## config.mk

```make
export PLATFORM = sky130hd
export DESIGN_NAME = rx_chip_mode_control_regs
export DESIGN_NICKNAME = d
export VERILOG_FILES = /design/src/rx_mode_pkg.sv /design/src/rx_chip_mode_control_regs.sv
export VERILOG_INCLUDE_DIRS = /design/src
export SDC_FILE = /design/constraint.sdc
export NUM_CORES = 1
export LEC_CHECK = 0
export BUFFER_PORTS_ARGS = -buffer_cell sky130_fd_sc_hd__buf_4
export CORE_MARGIN = 2
export CORE_UTILIZATION = 45
export CTS_CLUSTER_SIZE = 30
export DETAILED_ROUTE_END_ITERATION = 10
export GPL_TIMING_DRIVEN = 0
export PLACE_DENSITY = 0.7
export SETUP_SLACK_MARGIN = 0.3
export SYNTH_ARGS = -nofsm -noshare
export SYNTH_HDL_FRONTEND = slang
export SYNTH_SLANG_ARGS = --single-unit
```

## constraint.sdc

```tcl
create_clock -name SYS_CLK_I -period 5.6 [get_ports SYS_CLK_I]
set_input_delay 0.56 -clock SYS_CLK_I [delete_from_list [all_inputs] [get_ports SYS_CLK_I]]
set_output_delay 0.56 -clock SYS_CLK_I [all_outputs]
set_load 0.005 [all_outputs]
```

## src/rx_mode_defs.svh

```systemverilog
// Offsets, field positions, reset values and timing for the mode registers
`ifndef RX_MODE_DEFS_SVH
`define RX_MODE_DEFS_SVH

`define ADDR_SERIAL_ADDRESS_TRACE    8'h00
`define ADDR_SERIAL_DATA_TRACE       8'h01
`define ADDR_CHIP_MODE_CONTROL_0     8'h02
`define ADDR_CFGB_SYNC_A_LOW         8'ha6
`define ADDR_CFGB_SYNC_A_HIGH        8'ha7
`define ADDR_CFGB_SYNC_B_LOW         8'ha8
`define ADDR_CFGB_SYNC_B_HIGH        8'ha9
`define ADDR_CFGB_EOM_CONTROL        8'haa
`define ADDR_CFGB_MSG_LEN_LIMIT      8'hab
`define ADDR_PEAK_DETECTOR_1_LEVEL   8'hac
`define ADDR_PEAK_DETECTOR_2_LEVEL   8'had
`define ADDR_FSK_NOISE_POWER         8'haf
`define ADDR_ASK_NOISE_POWER         8'hb0
`define ADDR_CFGA_PRESLICER          8'hb4
`define ADDR_CFGB_PRESLICER          8'hb5
`define ADDR_CFGA_SIGDET_LOW         8'hb6
`define ADDR_CFGB_SIGDET_LOW         8'hb7
`define ADDR_CFGA_SIGDET_FACTOR      8'hb8
`define ADDR_CFGB_SIGDET_FACTOR      8'hb9

`define CHIP_MODE_CONTROL_0_OPERATING_MODE_SELECT   0
`define CHIP_MODE_CONTROL_0_SLAVE_RECEIVER_RUN      1
`define CHIP_MODE_CONTROL_0_DUAL_CONFIG_POLLING     2
`define CHIP_MODE_CONTROL_0_SLAVE_CONFIG_SELECT     3
`define CHIP_MODE_CONTROL_0_FIFO_LOCK_ON_MSG_END    4
`define CHIP_MODE_CONTROL_0_TIMEOUT_TIMER_ENABLE    5
`define CHIP_MODE_CONTROL_0_CLOCK_OUTPUT_ENABLE     6
`define CHIP_MODE_CONTROL_0_FIFO_INIT_AT_START      7

`define RESET_CHIP_MODE_CONTROL_0    8'h40
`define RESET_CONFIG                 8'h00
`define RESET_SIGDET_FACTOR          8'h0a

`define SERIAL_CMD_WRITE             8'h01
`define SERIAL_CMD_READ              8'h02

`define SYNC_TIMEOUT_US              100
`define SYS_CLK_MHZ                  100
`define CLOCK_OUTPUT_HALF_PERIOD     4

`endif

```

## src/rx_mode_pkg.sv

```systemverilog
// Types shared by the chip mode control block
package rx_mode_pkg;

	typedef enum logic [1:0] {
		ST_SLEEP,
		ST_SLAVE_RUN,
		ST_POLL,
		ST_POLL_RUN
	} op_state_t;

	typedef struct packed {
		logic [15:0] cfgb_sync_pattern_a;
		logic [15:0] cfgb_sync_pattern_b;
		logic [7:0]  cfgb_end_of_message_control;
		logic [7:0]  cfgb_message_length_limit;
		logic [7:0]  cfga_preslicer_control;
		logic [7:0]  cfgb_preslicer_control;
		logic [7:0]  cfga_signal_detect_low_threshold;
		logic [7:0]  cfgb_signal_detect_low_threshold;
		logic [7:0]  cfga_signal_detect_factor;
		logic [7:0]  cfgb_signal_detect_factor;
	} rx_config_t;

	typedef struct packed {
		logic       wake_found;
		logic       poll_miss;
		logic       sync_found;
		logic       message_end;
	} rx_event_t;

	typedef struct packed {
		logic [7:0] peak_1;
		logic [7:0] peak_2;
		logic       peak_2_valid;
		logic [7:0] fsk_noise;
		logic [7:0] ask_noise;
	} rx_status_t;

endpackage

```

## src/rx_chip_mode_control_regs.sv

```systemverilog
// Chip mode control, receiver configuration and status over the serial port
// Operation
// - Bit 0 of chip mode control picks slave run/sleep (0) or self polling (1).
// - In slave operation bit 1 keeps the receiver asleep (0) or in slave run (1).
// - In self polling bit 2 polls configuration A only (0) or A then B (1).
// - In slave operation bit 3 selects configuration A (0) or B (1).
// - With bit 4 set the data FIFO is locked at message end, otherwise never.
// - With bit 5 set a timeout returns the polling run phase to polling if no sync.
// - Bit 6 enables the programmable clock output.
// - With bit 7 set the FIFO is initialised on entering slave run or poll run.
// - A read-only register traces the last address seen on the serial port.
// - A read-only register traces the last data byte seen on the serial port.
// - Peak detector 1 level is a read-only status register resetting to zero.
// - Peak detector 2 level is cleared by reading it and resets to zero.
// - Both signal detector factor registers reset to 0x0a, chip mode control to 0x40, the rest to zero.
// - Configuration B holds two 16-bit sync patterns as low/high byte pairs.
// - Configuration B holds a write-only message length limit.
// - Each configuration has a write-only low signal detector threshold.
`timescale 1ns/1ps
`include "rx_mode_defs.svh"

module rx_chip_mode_control_regs #(
	parameter int TIMEOUT_CYCLES = `SYNC_TIMEOUT_US * `SYS_CLK_MHZ,
	parameter int CLK_HALF_PERIOD = `CLOCK_OUTPUT_HALF_PERIOD
) (
	input  wire logic                    SYS_CLK_I,
	input  wire logic                    RST_I,
	input  wire logic                    SPI_SCK_I,
	input  wire logic                    SPI_CS_N_I,
	input  wire logic                    SPI_MOSI_I,
	output logic                         SPI_MISO_O,
	input  rx_mode_pkg::rx_event_t       EVENT_I,
	input  rx_mode_pkg::rx_status_t      STATUS_I,
	output logic                         RX_RUN_O,
	output logic                         RX_POLLING_O,
	output logic                         CFG_B_ACTIVE_O,
	output logic                         FIFO_INIT_O,
	output logic                         FIFO_LOCK_O,
	output logic                         CLK_OUT_O,
	output rx_mode_pkg::rx_config_t      CFG_O
);
	import rx_mode_pkg::*;

	if (TIMEOUT_CYCLES < 1 || TIMEOUT_CYCLES > 32'h00ffffff)
		$error("TIMEOUT_CYCLES out of range");
	if (CLK_HALF_PERIOD < 1 || CLK_HALF_PERIOD > 255)
		$error("CLK_HALF_PERIOD out of range");

	// Serial pin synchronisers
	logic [2:0] sck_sync_reg;
	logic [1:0] cs_sync_reg;
	logic [1:0] mosi_sync_reg;

	always_ff @(posedge SYS_CLK_I)
	begin
		if (RST_I)
		begin
			sck_sync_reg  <= 3'h0;
			cs_sync_reg   <= 2'h3;
			mosi_sync_reg <= 2'h0;
		end
		else
		begin
			sck_sync_reg  <= {sck_sync_reg[1:0], SPI_SCK_I};
			cs_sync_reg   <= {cs_sync_reg[0], SPI_CS_N_I};
			mosi_sync_reg <= {mosi_sync_reg[0], SPI_MOSI_I};
		end
	end

	wire sck_rise = sck_sync_reg[1] & ~sck_sync_reg[2];
	wire sck_fall = ~sck_sync_reg[1] & sck_sync_reg[2];
	wire selected = ~cs_sync_reg[1];
	wire mosi_bit = mosi_sync_reg[1];

	// Serial framing: command byte, address byte, data byte
	logic [2:0] bit_cnt_reg;
	logic [1:0] byte_idx_reg;
	logic [7:0] rx_shift_reg;
	logic [7:0] tx_shift_reg;
	logic [7:0] cmd_reg;
	logic [7:0] addr_reg;
	logic       miso_reg;

	wire [7:0] byte_in   = {rx_shift_reg[6:0], mosi_bit};
	wire       byte_done = selected & sck_rise & (bit_cnt_reg == 3'h7);
	wire       cmd_done  = byte_done & (byte_idx_reg == 2'h0);
	wire       addr_done = byte_done & (byte_idx_reg == 2'h1);
	wire       data_done = byte_done & (byte_idx_reg == 2'h2);
	wire       wr_strobe = data_done & (cmd_reg == `SERIAL_CMD_WRITE);
	wire       rd_strobe = addr_done & (cmd_reg == `SERIAL_CMD_READ);

	always_ff @(posedge SYS_CLK_I)
	begin
		if (RST_I || !selected)
		begin
			bit_cnt_reg  <= 3'h0;
			byte_idx_reg <= 2'h0;
			rx_shift_reg <= 8'h00;
		end
		else if (sck_rise)
		begin
			bit_cnt_reg  <= bit_cnt_reg + 3'h1;
			rx_shift_reg <= byte_in;
			if (bit_cnt_reg == 3'h7 && byte_idx_reg != 2'h3)
				byte_idx_reg <= byte_idx_reg + 2'h1;
		end
	end

	always_ff @(posedge SYS_CLK_I)
	begin
		if (RST_I)
		begin
			cmd_reg  <= 8'h00;
			addr_reg <= 8'h00;
		end
		else
		begin
			if (cmd_done)
				cmd_reg <= byte_in;
			if (addr_done)
				addr_reg <= byte_in;
		end
	end

	// Mode control register and its fields
	logic [7:0] chip_mode_control_0_reg;
	wire operating_mode_select    =
		chip_mode_control_0_reg[`CHIP_MODE_CONTROL_0_OPERATING_MODE_SELECT];
	wire slave_receiver_run       =
		chip_mode_control_0_reg[`CHIP_MODE_CONTROL_0_SLAVE_RECEIVER_RUN];
	wire dual_config_polling      =
		chip_mode_control_0_reg[`CHIP_MODE_CONTROL_0_DUAL_CONFIG_POLLING];
	wire slave_config_select      =
		chip_mode_control_0_reg[`CHIP_MODE_CONTROL_0_SLAVE_CONFIG_SELECT];
	wire fifo_lock_on_message_end =
		chip_mode_control_0_reg[`CHIP_MODE_CONTROL_0_FIFO_LOCK_ON_MSG_END];
	wire timeout_timer_enable     =
		chip_mode_control_0_reg[`CHIP_MODE_CONTROL_0_TIMEOUT_TIMER_ENABLE];
	wire clock_output_enable      =
		chip_mode_control_0_reg[`CHIP_MODE_CONTROL_0_CLOCK_OUTPUT_ENABLE];
	wire fifo_init_at_cycle_start =
		chip_mode_control_0_reg[`CHIP_MODE_CONTROL_0_FIFO_INIT_AT_START];

	// Write-only configuration storage
	rx_config_t cfg_reg;
	always_ff @(posedge SYS_CLK_I)
	begin
		if (RST_I)
		begin
			chip_mode_control_0_reg <= `RESET_CHIP_MODE_CONTROL_0;
			cfg_reg <= '0;
			cfg_reg.cfga_signal_detect_factor <= `RESET_SIGDET_FACTOR;
			cfg_reg.cfgb_signal_detect_factor <= `RESET_SIGDET_FACTOR;
		end
		else if (wr_strobe)
		begin
			unique case (addr_reg)
				`ADDR_CHIP_MODE_CONTROL_0:
					chip_mode_control_0_reg <= byte_in;
				`ADDR_CFGB_SYNC_A_LOW:
					cfg_reg.cfgb_sync_pattern_a[7:0] <= byte_in;
				`ADDR_CFGB_SYNC_A_HIGH:
					cfg_reg.cfgb_sync_pattern_a[15:8] <= byte_in;
				`ADDR_CFGB_SYNC_B_LOW:
					cfg_reg.cfgb_sync_pattern_b[7:0] <= byte_in;
				`ADDR_CFGB_SYNC_B_HIGH:
					cfg_reg.cfgb_sync_pattern_b[15:8] <= byte_in;
				`ADDR_CFGB_EOM_CONTROL:
					cfg_reg.cfgb_end_of_message_control <= byte_in;
				`ADDR_CFGB_MSG_LEN_LIMIT:
					cfg_reg.cfgb_message_length_limit <= byte_in;
				`ADDR_CFGA_PRESLICER:
					cfg_reg.cfga_preslicer_control <= byte_in;
				`ADDR_CFGB_PRESLICER:
					cfg_reg.cfgb_preslicer_control <= byte_in;
				`ADDR_CFGA_SIGDET_LOW:
					cfg_reg.cfga_signal_detect_low_threshold <= byte_in;
				`ADDR_CFGB_SIGDET_LOW:
					cfg_reg.cfgb_signal_detect_low_threshold <= byte_in;
				`ADDR_CFGA_SIGDET_FACTOR:
					cfg_reg.cfga_signal_detect_factor <= byte_in;
				`ADDR_CFGB_SIGDET_FACTOR:
					cfg_reg.cfgb_signal_detect_factor <= byte_in;
				default:
					;
			endcase
		end
	end

	// Status registers and serial tracers
	logic [7:0] serial_address_trace_reg;
	logic [7:0] serial_data_trace_reg;
	logic [7:0] peak_detector_1_level_reg;
	logic [7:0] peak_detector_2_level_reg;
	logic [7:0] fsk_noise_power_reg;
	logic [7:0] ask_noise_power_reg;

	wire peak_2_read = rd_strobe & (byte_in == `ADDR_PEAK_DETECTOR_2_LEVEL);
	always_ff @(posedge SYS_CLK_I)
	begin
		if (RST_I)
		begin
			serial_address_trace_reg  <= 8'h00;
			serial_data_trace_reg     <= 8'h00;
			peak_detector_1_level_reg <= 8'h00;
			peak_detector_2_level_reg <= 8'h00;
			fsk_noise_power_reg       <= 8'h00;
			ask_noise_power_reg       <= 8'h00;
		end
		else
		begin
			if (addr_done)
				serial_address_trace_reg <= byte_in;
			if (data_done)
				serial_data_trace_reg <= byte_in;
			peak_detector_1_level_reg <= STATUS_I.peak_1;
			if (STATUS_I.peak_2_valid)
				peak_detector_2_level_reg <= STATUS_I.peak_2;
			else if (peak_2_read)
				peak_detector_2_level_reg <= 8'h00;
			fsk_noise_power_reg <= STATUS_I.fsk_noise;
			ask_noise_power_reg <= STATUS_I.ask_noise;
		end
	end

	// Read data; write-only and unmapped addresses read as zero
	logic [7:0] rd_data;
	always_comb
	begin
		unique case (byte_in)
			`ADDR_SERIAL_ADDRESS_TRACE:
				rd_data = serial_address_trace_reg;
			`ADDR_SERIAL_DATA_TRACE:
				rd_data = serial_data_trace_reg;
			`ADDR_PEAK_DETECTOR_1_LEVEL:
				rd_data = peak_detector_1_level_reg;
			`ADDR_PEAK_DETECTOR_2_LEVEL:
				rd_data = peak_detector_2_level_reg;
			`ADDR_FSK_NOISE_POWER: rd_data = fsk_noise_power_reg;
			`ADDR_ASK_NOISE_POWER: rd_data = ask_noise_power_reg;
			default:               rd_data = 8'h00;
		endcase
	end

	// Read shifter, MSB first, changed on falling clock
	always_ff @(posedge SYS_CLK_I)
	begin
		if (RST_I || !selected)
		begin
			tx_shift_reg <= 8'h00;
			miso_reg     <= 1'b0;
		end
		else if (rd_strobe)
			tx_shift_reg <= rd_data;
		else if (sck_fall)
		begin
			miso_reg     <= tx_shift_reg[7];
			tx_shift_reg <= {tx_shift_reg[6:0], 1'b0};
		end
	end

	// Operating mode state machine
	op_state_t state_reg;
	op_state_t state_next;
	logic      poll_cfg_b_reg;
	logic      poll_cfg_b_next;
	logic      fifo_init_reg;
	logic      fifo_lock_reg;
	logic [23:0] timeout_cnt_reg;
	wire timeout_hit = timeout_timer_enable &&
		(timeout_cnt_reg == 24'(TIMEOUT_CYCLES - 1));

	always_comb
	begin
		state_next      = state_reg;
		poll_cfg_b_next = poll_cfg_b_reg;
		unique case (state_reg)
			ST_SLEEP, ST_SLAVE_RUN:
			begin
				if (operating_mode_select)
				begin
					state_next      = ST_POLL;
					poll_cfg_b_next = 1'b0;
				end
				else if (slave_receiver_run)
					state_next = ST_SLAVE_RUN;
				else
					state_next = ST_SLEEP;
			end
			ST_POLL:
			begin
				if (!operating_mode_select)
					state_next = ST_SLEEP;
				else if (EVENT_I.wake_found)
					state_next = ST_POLL_RUN;
				else if (EVENT_I.poll_miss)
					poll_cfg_b_next = dual_config_polling &
						~poll_cfg_b_reg;
			end
			ST_POLL_RUN:
			begin
				if (!operating_mode_select)
					state_next = ST_SLEEP;
				else if (timeout_hit || EVENT_I.message_end)
				begin
					state_next      = ST_POLL;
					poll_cfg_b_next = 1'b0;
				end
			end
		endcase
	end

	wire enter_run = (state_next == ST_SLAVE_RUN && state_reg != ST_SLAVE_RUN)
		|| (state_next == ST_POLL_RUN && state_reg == ST_POLL);

	always_ff @(posedge SYS_CLK_I)
	begin
		if (RST_I)
		begin
			state_reg      <= ST_SLEEP;
			poll_cfg_b_reg <= 1'b0;
			fifo_init_reg  <= 1'b0;
			fifo_lock_reg  <= 1'b0;
		end
		else
		begin
			state_reg      <= state_next;
			poll_cfg_b_reg <= poll_cfg_b_next;
			fifo_init_reg  <= enter_run & fifo_init_at_cycle_start;
			if (EVENT_I.message_end && fifo_lock_on_message_end &&
				(state_reg == ST_SLAVE_RUN || state_reg == ST_POLL_RUN))
				fifo_lock_reg <= 1'b1;
			else if (enter_run && fifo_init_at_cycle_start)
				fifo_lock_reg <= 1'b0;
		end
	end

	// Sync timeout counter, restarted by every sync found
	always_ff @(posedge SYS_CLK_I)
	begin
		if (RST_I || state_reg != ST_POLL_RUN || EVENT_I.sync_found
			|| !timeout_timer_enable || timeout_hit)
			timeout_cnt_reg <= 24'h000000;
		else
			timeout_cnt_reg <= timeout_cnt_reg + 24'h000001;
	end

	// Programmable clock output divider
	logic [7:0] clk_div_reg;
	logic       clk_out_reg;
	always_ff @(posedge SYS_CLK_I)
	begin
		if (RST_I || !clock_output_enable)
		begin
			clk_div_reg <= 8'h00;
			clk_out_reg <= 1'b0;
		end
		else if (clk_div_reg == 8'(CLK_HALF_PERIOD - 1))
		begin
			clk_div_reg <= 8'h00;
			clk_out_reg <= ~clk_out_reg;
		end
		else
			clk_div_reg <= clk_div_reg + 8'h01;
	end

	// Registered outputs
	logic rx_run_reg;
	logic polling_reg;
	logic cfg_b_reg;
	always_ff @(posedge SYS_CLK_I)
	begin
		if (RST_I)
		begin
			rx_run_reg  <= 1'b0;
			polling_reg <= 1'b0;
			cfg_b_reg   <= 1'b0;
		end
		else
		begin
			rx_run_reg  <= (state_next == ST_SLAVE_RUN) ||
				(state_next == ST_POLL_RUN);
			polling_reg <= (state_next == ST_POLL);
			cfg_b_reg   <= (state_next == ST_SLAVE_RUN ||
				state_next == ST_SLEEP) ? slave_config_select
				: poll_cfg_b_next;
		end
	end

	assign SPI_MISO_O     = miso_reg;
	assign RX_RUN_O       = rx_run_reg;
	assign RX_POLLING_O   = polling_reg;
	assign CFG_B_ACTIVE_O = cfg_b_reg;
	assign FIFO_INIT_O    = fifo_init_reg;
	assign FIFO_LOCK_O    = fifo_lock_reg;
	assign CLK_OUT_O      = clk_out_reg;
	assign CFG_O          = cfg_reg;

endmodule // rx_chip_mode_control_regs

```

# Word level (Yosys, flattened, before mapping)
# Cells that the tools add are included.
# classes
n_mux,22
addsub,4
eq_ne,34
reduce_logical,44
bitwise_logic,18
# ops
op,count
"8-bit == test, second input constant",16
8-bit one-hot mux with 6 select lines,1
8-bit two-way mux,4
2-bit AND reduction,15
"24-bit by 1-bit adder with 24-bit output, second input constant",1
"24-bit by 14-bit == test with 1-bit output, second input constant",1
"8-bit by 2-bit == test with 1-bit output, second input constant",3
"8-bit by 1-bit == test with 1-bit output, second input constant",2
1-bit bitwise AND,12
1-bit logical OR,11
"2-bit == test, second input constant",5
1-bit two-way mux,10
2-bit two-way mux,5
"8-bit by 1-bit adder with 8-bit output, second input constant",1
8-bit logical NOT,1
1-bit logical AND,7
"2-bit by 1-bit == test with 1-bit output, second input constant",3
2-bit logical NOT,3
1-bit inverter,6
2-bit one-hot mux with 3 select lines,1
2-bit nonzero test,3
"2-bit inequality test, second input constant",2
2-bit OR reduction,2
"3-bit by 1-bit adder with 3-bit output, second input constant",1
5 further kinds,6
# word_totals
in_bits,42
out_inout_bits,103
reg_bits,229

# Longest topological paths before layout
# Gate-level depths: netlist of run 1.
# logic_depth
word_depth,12
ltp_mapped,8
ltp_nobuf,7

# Least setup slack after synthesis of run 1
# Ideal clock, no wire load.
# synth_timing
kind,flip-flop to flip-flop
start,register bit_cnt_reg[0]
end,"register cfg_reg, in the netlist CFG_O[11]"
required_ns,5.480
path_buffers,1
stages_incl_launch_ff,8
setup_time_ns,0.120
path_slack_ns,3.382
arrival_time_ns,2.098
path_cell_list,dfxtp_1 -> ha_1 -> ha_1 -> and4bb_2 -> nand3b_1 -> or4_1 -> buf_2 -> a211o_1
# synth_via
elab_chain_cells,5
# synth_rtl
item,line,text
from (decl),rx_chip_mode_control_regs.sv:76,logic [2:0] bit_cnt_reg;
from (signal assigned),rx_chip_mode_control_regs.sv:102,bit_cnt_reg <= bit_cnt_reg + 3'h1;
3-bit == test,rx_chip_mode_control_regs.sv:85,wire byte_done = selected & sck_rise & (bit_cnt_reg == 3'h7);
1-bit bitwise AND,rx_chip_mode_control_regs.sv:85,
1-bit bitwise AND,rx_chip_mode_control_regs.sv:88,wire data_done = byte_done & (byte_idx_reg == 2'h2);
1-bit bitwise AND,rx_chip_mode_control_regs.sv:89,wire wr_strobe = data_done & (cmd_reg == `SERIAL_CMD_WRITE);
2-bit AND reduction (no line),n/a,
to (decl),rx_chip_mode_control_regs.sv:145,rx_config_t cfg_reg;
# Every way passes these cells.
# A chain may end at the register's enable or synchronous reset.

# Worst setup path after layout of run 1
# layout_timing
start,register bit_cnt_reg[0]
end,register tx_shift_reg[2]
# layout_via
elab_chain_cells,5
word_cells_on_any_way,6
classes_between,1 x eq/ne; 1 x mux; 3 x bitwise; 1 x reduce/logical
# layout_rtl
item,line,text
3-bit == test *,rx_chip_mode_control_regs.sv:85,
1-bit bitwise AND *,rx_chip_mode_control_regs.sv:85,
1-bit bitwise AND *,rx_chip_mode_control_regs.sv:87,wire addr_done = byte_done & (byte_idx_reg == 2'h1);
1-bit bitwise AND *,rx_chip_mode_control_regs.sv:90,wire rd_strobe = addr_done & (cmd_reg == `SERIAL_CMD_READ);
8-bit two-way mux / 2-bit nonzero test (equally long branches),n/a,
to (signal assigned),rx_chip_mode_control_regs.sv:254,tx_shift_reg <= rd_data;
to (signal assigned),rx_chip_mode_control_regs.sv:258,"tx_shift_reg <= {tx_shift_reg[6:0], 1'b0};"
to (decl),rx_chip_mode_control_regs.sv:79,logic [7:0] tx_shift_reg;
# Every way passes the cells marked *; elsewhere a longest branch is shown, timed or not.

==> impl_metrics.xml, run 1 <==
<?xml version="1.0" encoding="UTF-8"?>
<metrics>
  <group name="outcome">
    <metric name="outcome" unit="">finished clean</metric>
  </group>
  <group name="worst_setup_path">
    <metric name="critical_path_peak_fanout" unit="">10</metric>
    <metric name="timing.critical_path.arrival" unit="ns">3.07</metric>
    <metric name="type_of_the_setup_path_with_the_least_slack" unit="">reg2reg</metric>
    <metric name="startpoint_type" unit="">register</metric>
    <metric name="crit_start" unit="">bit_cnt_reg[0]</metric>
    <metric name="worst_r2r_startpoint" unit="">bit_cnt_reg[0]</metric>
    <metric name="timing.critical_path.to_type" unit="">register</metric>
    <metric name="cp.required" unit="ns">5.96</metric>
  </group>
  <group name="grt">
    <metric name="gr-usage-met1" unit="%">29.9</metric>
    <metric name="met3_usage" unit="%">3.39</metric>
    <metric name="global_route.usage.total" unit="%">21.0</metric>
    <metric name="grt_antenna_before_repair" unit="">0</metric>
    <metric name="maximum_number_of_pins_on_one_net_before_global_route_repair" unit="">14</metric>
    <metric name="met2_usage" unit="%">33.6</metric>
    <metric name="grt_pass1_vias" unit="">6942</metric>
    <metric name="grt_first_pass_wirelength" unit="µm">37300</metric>
    <metric name="grt.busiest_layer" unit="">met2</metric>
    <metric name="grt-ovfl-total" unit="">0</metric>
  </group>
  <group name="sta">
    <metric name="timing.slew.headroom" unit="%">22.5</metric>
    <metric name="finalHoldViolations" unit="">0</metric>
    <metric name="finalSetupTns" unit="ns">0</metric>
    <metric name="setup_repair_after_global_routing_missed_its_margin" unit="">false</metric>
    <metric name="tightest_slew" unit="ns">1.15</metric>
    <metric name="finalClockSkew" unit="ns">0.00927</metric>
    <metric name="layout_min_cycle_time" unit="ns">2.71</metric>
    <metric name="fmax" unit="MHz">369</metric>
    <metric name="final_min_period_over_clock_period" unit="%">48.4</metric>
    <metric name="slew_viol_final" unit="">0</metric>
    <metric name="timing.final.setup_violations" unit="">0</metric>
  </group>
  <group name="clocking">
    <metric name="clk_pin_slew" unit="ns">0.06</metric>
    <metric name="clock_sinks" unit="">229</metric>
    <metric name="number_of_levels_the_h_tree_was_split_into" unit="">1</metric>
    <metric name="max-clock-path-buffers" unit="">3</metric>
    <metric name="cts-hold-fix-buffers" unit="">0</metric>
    <metric name="cts-buffers-inserted" unit="">24</metric>
    <metric name="cts_setup_buffers" unit="">0</metric>
    <metric name="cts_resized" unit="">0</metric>
    <metric name="cts_tree" unit="">done</metric>
    <metric name="clock_insertion_delay_worst_skew" unit="ns">0.51</metric>
    <metric name="ctsRootBufferMaster" unit="">clkbuf_16</metric>
  </group>
  <group name="die">
    <metric name="fp-row-count" unit="">52</metric>
    <metric name="start_util" unit="%">46.2</metric>
    <metric name="design.core.area" unit="µm²">20400</metric>
    <metric name="dieHeight" unit="µm">149</metric>
    <metric name="design.die.area" unit="µm²">22200</metric>
    <metric name="pin_count" unit="">145</metric>
    <metric name="die_extent_in_x" unit="µm">149</metric>
  </group>
  <group name="logic_synthesis">
    <metric name="syn_inst" unit="">980</metric>
    <metric name="postSynth.asyncResetShare" unit="%">0</metric>
    <metric name="ys_ff_latch" unit="">229</metric>
    <metric name="count_of_different_cell_masters_after_synthesis" unit="">66</metric>
    <metric name="synth_enable_flop_cells" unit="">0</metric>
    <metric name="synth.cell_area" unit="µm²">9450</metric>
    <metric name="synth-seq-area-share" unit="%">48.5</metric>
    <metric name="synth-main-ff-cell" unit="">dfxtp_1</metric>
    <metric name="netlist.area_leader.share" unit="%">48.5</metric>
    <metric name="netlist_top_cells_area" unit="">dfxtp_1 (49%), mux2i_1 (11%), nor2_1 (6.6%)</metric>
    <metric name="yosys-top-cells-count" unit="">dfxtp_1 (229), nor2_1 (166), mux2i_1 (108)</metric>
    <metric name="yosys_warnings" unit="">0</metric>
    <metric name="synth_largest_area_cell" unit="">dfxtp_1</metric>
    <metric name="syn_area_per_cell" unit="µm²">9.64</metric>
    <metric name="postSynthNetCount" unit="">1030</metric>
    <metric name="synth_most_common_cell" unit="">dfxtp_1</metric>
  </group>
  <group name="worst_hold_path">
    <metric name="worst_hold_startpoint" unit="">SPI_CS_N_I</metric>
    <metric name="hold_class" unit="">in2reg</metric>
  </group>
  <group name="layout">
    <metric name="antenna_cells_inserted" unit="">0</metric>
    <metric name="area_growth_syn_to_layout" unit="%">23.0</metric>
    <metric name="drive_gt1_share" unit="%">19.6</metric>
    <metric name="num-nets-final" unit="">1198</metric>
    <metric name="largest_register_ffs" unit="">96</metric>
  </group>
  <group name="place">
    <metric name="detailed_place_hpwl" unit="µm">16900</metric>
    <metric name="number_of_buffers_added_on_ports" unit="">142</metric>
    <metric name="routabilityCongestion" unit="">0.865</metric>
  </group>
  <group name="drt">
    <metric name="finalWirelength" unit="µm">24000</metric>
    <metric name="via_count" unit="">7520</metric>
    <metric name="drt_first_pass_iters" unit="">5</metric>
    <metric name="postRouteAntennaNets" unit="">0</metric>
    <metric name="route.detailed.drc" unit="">0</metric>
    <metric name="dr.first_iter.drc_count" unit="">468</metric>
    <metric name="wl_per_cell" unit="µm">16.7</metric>
    <metric name="post_drt_via_cell_ratio" unit="">5.24</metric>
  </group>
  <group name="power">
    <metric name="static-leakage-power" unit="nW">4.39</metric>
    <metric name="power.total" unit="mW">3.30</metric>
    <metric name="vdd.ir_drop.worst" unit="µV">175</metric>
    <metric name="pwr_density_cell" unit="nW/µm²">284</metric>
  </group>
  <group name="job">
    <metric name="cap_viol_max_count" unit="">0</metric>
  </group>
</metrics>
-- placed cells by master (no fill, tap or decap), types with 17 or more instances in the layout --
master / count
a21oi_1: 44
clkbuf_1: 42
clkbuf_8: 20
mux2i_1: 108
nor2_1: 166
xnor2_1: 22
inv_1: 17
nand3_1: 47
nand2_1: 78
dfxtp_1: 229
buf_4: 142
clkbuf_16: 25
nor2b_1: 36
-- power breakdown --
part           switching, mW  internal (mW)  total, mW
Sequential           0.00885           1.65       1.66
Combinational         0.0519         0.0402     0.0921
Clock                  0.622          0.928       1.55
Total                  0.683           2.61       3.30
-- area by class of cell --
type / instances / area (µm²)
sequential: 229 / 4580
tap: 270 / 338
multi-input combinational: 671 / 4360
clock inverter: 4 / 47.5
inverter: 17 / 63.8
fill: 1860 / 8810
timing repair buffer: 142 / 1070
clock buffer: 38 / 724
buffer: 63 / 440
-- kinds of logic (layout without fill, tap and decap cells) --
family	after synthesis	in the layout	synth area share [%]
buffers and inverters	80	264	5.34
muxes	110	110	11.7
adders and majority gates	8	8	1.06
xor gates and xnor gates	31	31	2.87
and+or+nand+nor	423	423	23.5
DFF	229	229	48.5
AOI/OAI and AO/OA	99	99	6.97
-- per-layer routing --
metal  vias to the layer above  wire length (µm)
li1                       3705                 -
met1                      3559             11200
met2                       226             10900
met3                        30              1540
met4                         0               365
met5                         -                 0
-- final timing paths --
check,depth (start not counted),endpoint,slack (ns)
worst min-delay path,2,cs_sync_reg[0],0.24
worst min register to register,1,cs_sync_reg[1],0.41
worst max register to register,8,tx_shift_reg[2],2.89
worst max-delay path,8,tx_shift_reg[2],2.89
-- worst max-delay path, stage by stage, from the launching register on --
cell	delay [ns]
dfxtp_1	0.34
ha_1	0.15
ha_1	0.16
and4bb_2	0.30
nand2_1	0.24
or4_1	0.47
clkbuf_1	0.23
a2111oi_0	0.55
a211oi_1	0.10
-- through the flow --
stage	setup WS [ns]	instance area [µm²]	hold WS, ns	instances	utilization [%]
finish	2.89	11600	0.240	1434	56.9
global route	2.68	11600	0.239	1434	56.9
CTS	2.92	11600	0.230	1434	56.9
detailed placement	2.94	10800	0.397	1392	53.1
global placement	2.92	10800	0.394	1392	53.1
floorplan	3.38	9450	0.389	980	-
Note: power is estimated with default switching activity, not from simulation.
==> inputs of run 2 (changes only) <==
clock period = 2.6 ns   (was 5.6 ns; I/O delays follow)
==> impl_metrics.xml, run 2 (synthesis results as in run 1) <==
<?xml version="1.0" encoding="UTF-8"?>
<metrics>
  <group name="clocking">
    <metric name="cts_tree" unit="">done</metric>
    <metric name="max-clock-path-buffers" unit="">3</metric>
    <metric name="clk_pin_slew" unit="ns">0.06</metric>
    <metric name="clock_sinks" unit="">229</metric>
    <metric name="clock_insertion_delay_worst_skew" unit="ns">0.51</metric>
    <metric name="number_of_levels_the_h_tree_was_split_into" unit="">1</metric>
    <metric name="ctsRootBufferMaster" unit="">clkbuf_16</metric>
    <metric name="cts-buffers-inserted" unit="">24</metric>
  </group>
  <group name="worst_hold_path">
    <metric name="hold_path_depth" unit="">3</metric>
    <metric name="worst_hold_startpoint" unit="">STATUS_I[21]</metric>
    <metric name="hold_class" unit="">in2reg</metric>
    <metric name="min_to" unit="">peak_detector_2_level_reg[4]</metric>
  </group>
  <group name="power">
    <metric name="static-leakage-power" unit="nW">4.69</metric>
    <metric name="pwr_density_cell" unit="nW/µm²">577</metric>
    <metric name="vdd.ir_drop.worst" unit="µV">381</metric>
  </group>
  <group name="layout">
    <metric name="layout_commonest_cell" unit="">dfxtp_1</metric>
    <metric name="area_growth_syn_to_layout" unit="%">31.1</metric>
    <metric name="stdcell_area" unit="µm²">12400</metric>
    <metric name="largest_register_ffs" unit="">96</metric>
    <metric name="num-nets-final" unit="">1250</metric>
    <metric name="finish.cell_count_without_fillers" unit="">1486</metric>
    <metric name="antenna_cells_inserted" unit="">0</metric>
    <metric name="drive_gt1_share" unit="%">22.1</metric>
    <metric name="most-common-layout-cells" unit="">dfxtp_1 (227), nor2_1 (165), buf_4 (153)</metric>
  </group>
  <group name="die">
    <metric name="fp-row-count" unit="">52</metric>
    <metric name="pin_count" unit="">145</metric>
    <metric name="dieHeight" unit="µm">149</metric>
    <metric name="design.core.area" unit="µm²">20400</metric>
    <metric name="die_extent_in_x" unit="µm">149</metric>
    <metric name="start_util" unit="%">46.2</metric>
    <metric name="design.die.area" unit="µm²">22200</metric>
  </group>
  <group name="sta">
    <metric name="layout_min_cycle_time" unit="ns">2.27</metric>
    <metric name="timing.final.setup_violations" unit="">0</metric>
    <metric name="setup_repair_after_global_routing_missed_its_margin" unit="">true</metric>
    <metric name="timing.slew.headroom" unit="%">52.0</metric>
    <metric name="finalSetupTns" unit="ns">0</metric>
    <metric name="tightest_slew" unit="ns">0.713</metric>
    <metric name="finalHoldViolations" unit="">0</metric>
    <metric name="final_min_period_over_clock_period" unit="%">87.5</metric>
    <metric name="fmax" unit="MHz">440</metric>
    <metric name="slew_viol_final" unit="">0</metric>
    <metric name="finalClockSkew" unit="ns">0.00845</metric>
  </group>
  <group name="grt">
    <metric name="grt_antenna_before_repair" unit="">0</metric>
    <metric name="global_route.usage.total" unit="%">21.9</metric>
    <metric name="grt_pass1_vias" unit="">7249</metric>
    <metric name="maximum_number_of_pins_on_one_net_before_global_route_repair" unit="">14</metric>
    <metric name="grt-ovfl-total" unit="">0</metric>
    <metric name="grt_first_pass_wirelength" unit="µm">39000</metric>
  </group>
  <group name="worst_setup_path">
    <metric name="cp.required" unit="ns">2.98</metric>
    <metric name="reg2reg_slack" unit="ns">0.33</metric>
    <metric name="critical_path_peak_fanout" unit="">10</metric>
    <metric name="startpoint_type" unit="">register</metric>
    <metric name="worst_reg_to_reg_cells" unit="">10</metric>
    <metric name="worst_r2r_startpoint" unit="">bit_cnt_reg[1]</metric>
    <metric name="reg_to_reg_critical_path_endpoint" unit="">CFG_O[46]</metric>
    <metric name="type_of_the_setup_path_with_the_least_slack" unit="">reg2reg</metric>
    <metric name="timing.critical_path.to_type" unit="">register</metric>
    <metric name="timing.critical_path.arrival" unit="ns">2.65</metric>
  </group>
  <group name="drt">
    <metric name="wl_per_cell" unit="µm">16.9</metric>
    <metric name="dr.first_iter.drc_count" unit="">517</metric>
    <metric name="postRouteAntennaNets" unit="">0</metric>
    <metric name="route.detailed.drc" unit="">0</metric>
    <metric name="drt_first_pass_iters" unit="">5</metric>
    <metric name="finalWirelength" unit="µm">25100</metric>
    <metric name="via_count" unit="">7799</metric>
    <metric name="post_drt_via_cell_ratio" unit="">5.25</metric>
  </group>
  <group name="place">
    <metric name="detailed_place_hpwl" unit="µm">16900</metric>
    <metric name="routabilityCongestion" unit="">0.865</metric>
    <metric name="number_of_buffers_added_on_ports" unit="">142</metric>
    <metric name="detailed_place.area" unit="µm²">10800</metric>
    <metric name="post-place-cells" unit="">1392</metric>
  </group>
  <group name="job">
    <metric name="cap_viol_max_count" unit="">0</metric>
  </group>
  <group name="outcome">
    <metric name="outcome" unit="">finished clean</metric>
  </group>
</metrics>
-- run 2: worst max path at each step --
stage	startpoint	endpoint	cells after the start
3_5_place_dp	bit_cnt_reg[0]	tx_shift_reg[2]	8
3_3_place_gp	bit_cnt_reg[0]	tx_shift_reg[2]	8
4_1_cts	bit_cnt_reg[0]	CFG_O[46]	10
2_1_floorplan	bit_cnt_reg[0]	CFG_O[11]	7
5_1_grt	bit_cnt_reg[1]	CFG_O[46]	10
6_report	bit_cnt_reg[1]	CFG_O[46]	10
-- run 2: metal layers --
layer,vias to the layer above,wire length (µm),track usage [%]
met5,-,0,0
met4,0,428,5.52
met3,34,1480,3.55
met2,239,11600,35.7
met1,3717,11500,30.5
li1,3809,-,-
-- run 2: through the flow --
stage	hold slack [ns]	util, %	power, mW	setup WS [ns]
global placement	0.394	53.1	3.84	-0.0798
finish	0.0118	60.6	7.15	0.326
CTS	0.00221	59.8	7.20	0.137
global route	0.00420	60.6	7.37	0.246
floorplan	0.364	-	3.74	0.382
detailed placement	0.397	53.1	3.84	-0.0642
-- run 2: where the power goes --
part / internal (mW) / total, mW / switching (mW)
Sequential: 3.55 / 3.57 / 0.0206
Clock: 2.00 / 3.35 / 1.35
Combinational: 0.116 / 0.235 / 0.120
-- run 2: final cells by class --
type                    count  area [µm²]
fillers                  1766        8050
flip-flops and latches    229        4590
clock inverters             4        47.5
multi-input cells         671        4490
well taps                 270         338
plain buffers              63         463
inverters                  17        63.8
repair buffers            194        1670
clock buffers              38         724
-- run 2: worst max-delay path, stage by stage, from the launching register on --
cell,delay [ns]
dfxtp_2,0.35
ha_4,0.14
ha_4,0.12
and4bb_2,0.28
buf_6,0.12
buf_4,0.12
nand2_8,0.08
or4_4,0.50
buf_12,0.17
mux2i_2,0.20
nor2_1,0.06
-- run 2: repair_timing --
action                                 in CTS  in global routing
buffers inserted                           17                  6
endpoints found under the hold margin      29                  0
resized for setup                          11                 29
cloned                                      0                  0
hold buffers                               29                  0
setup endpoints to repair                 110                 95
pin swaps                                  14                  8
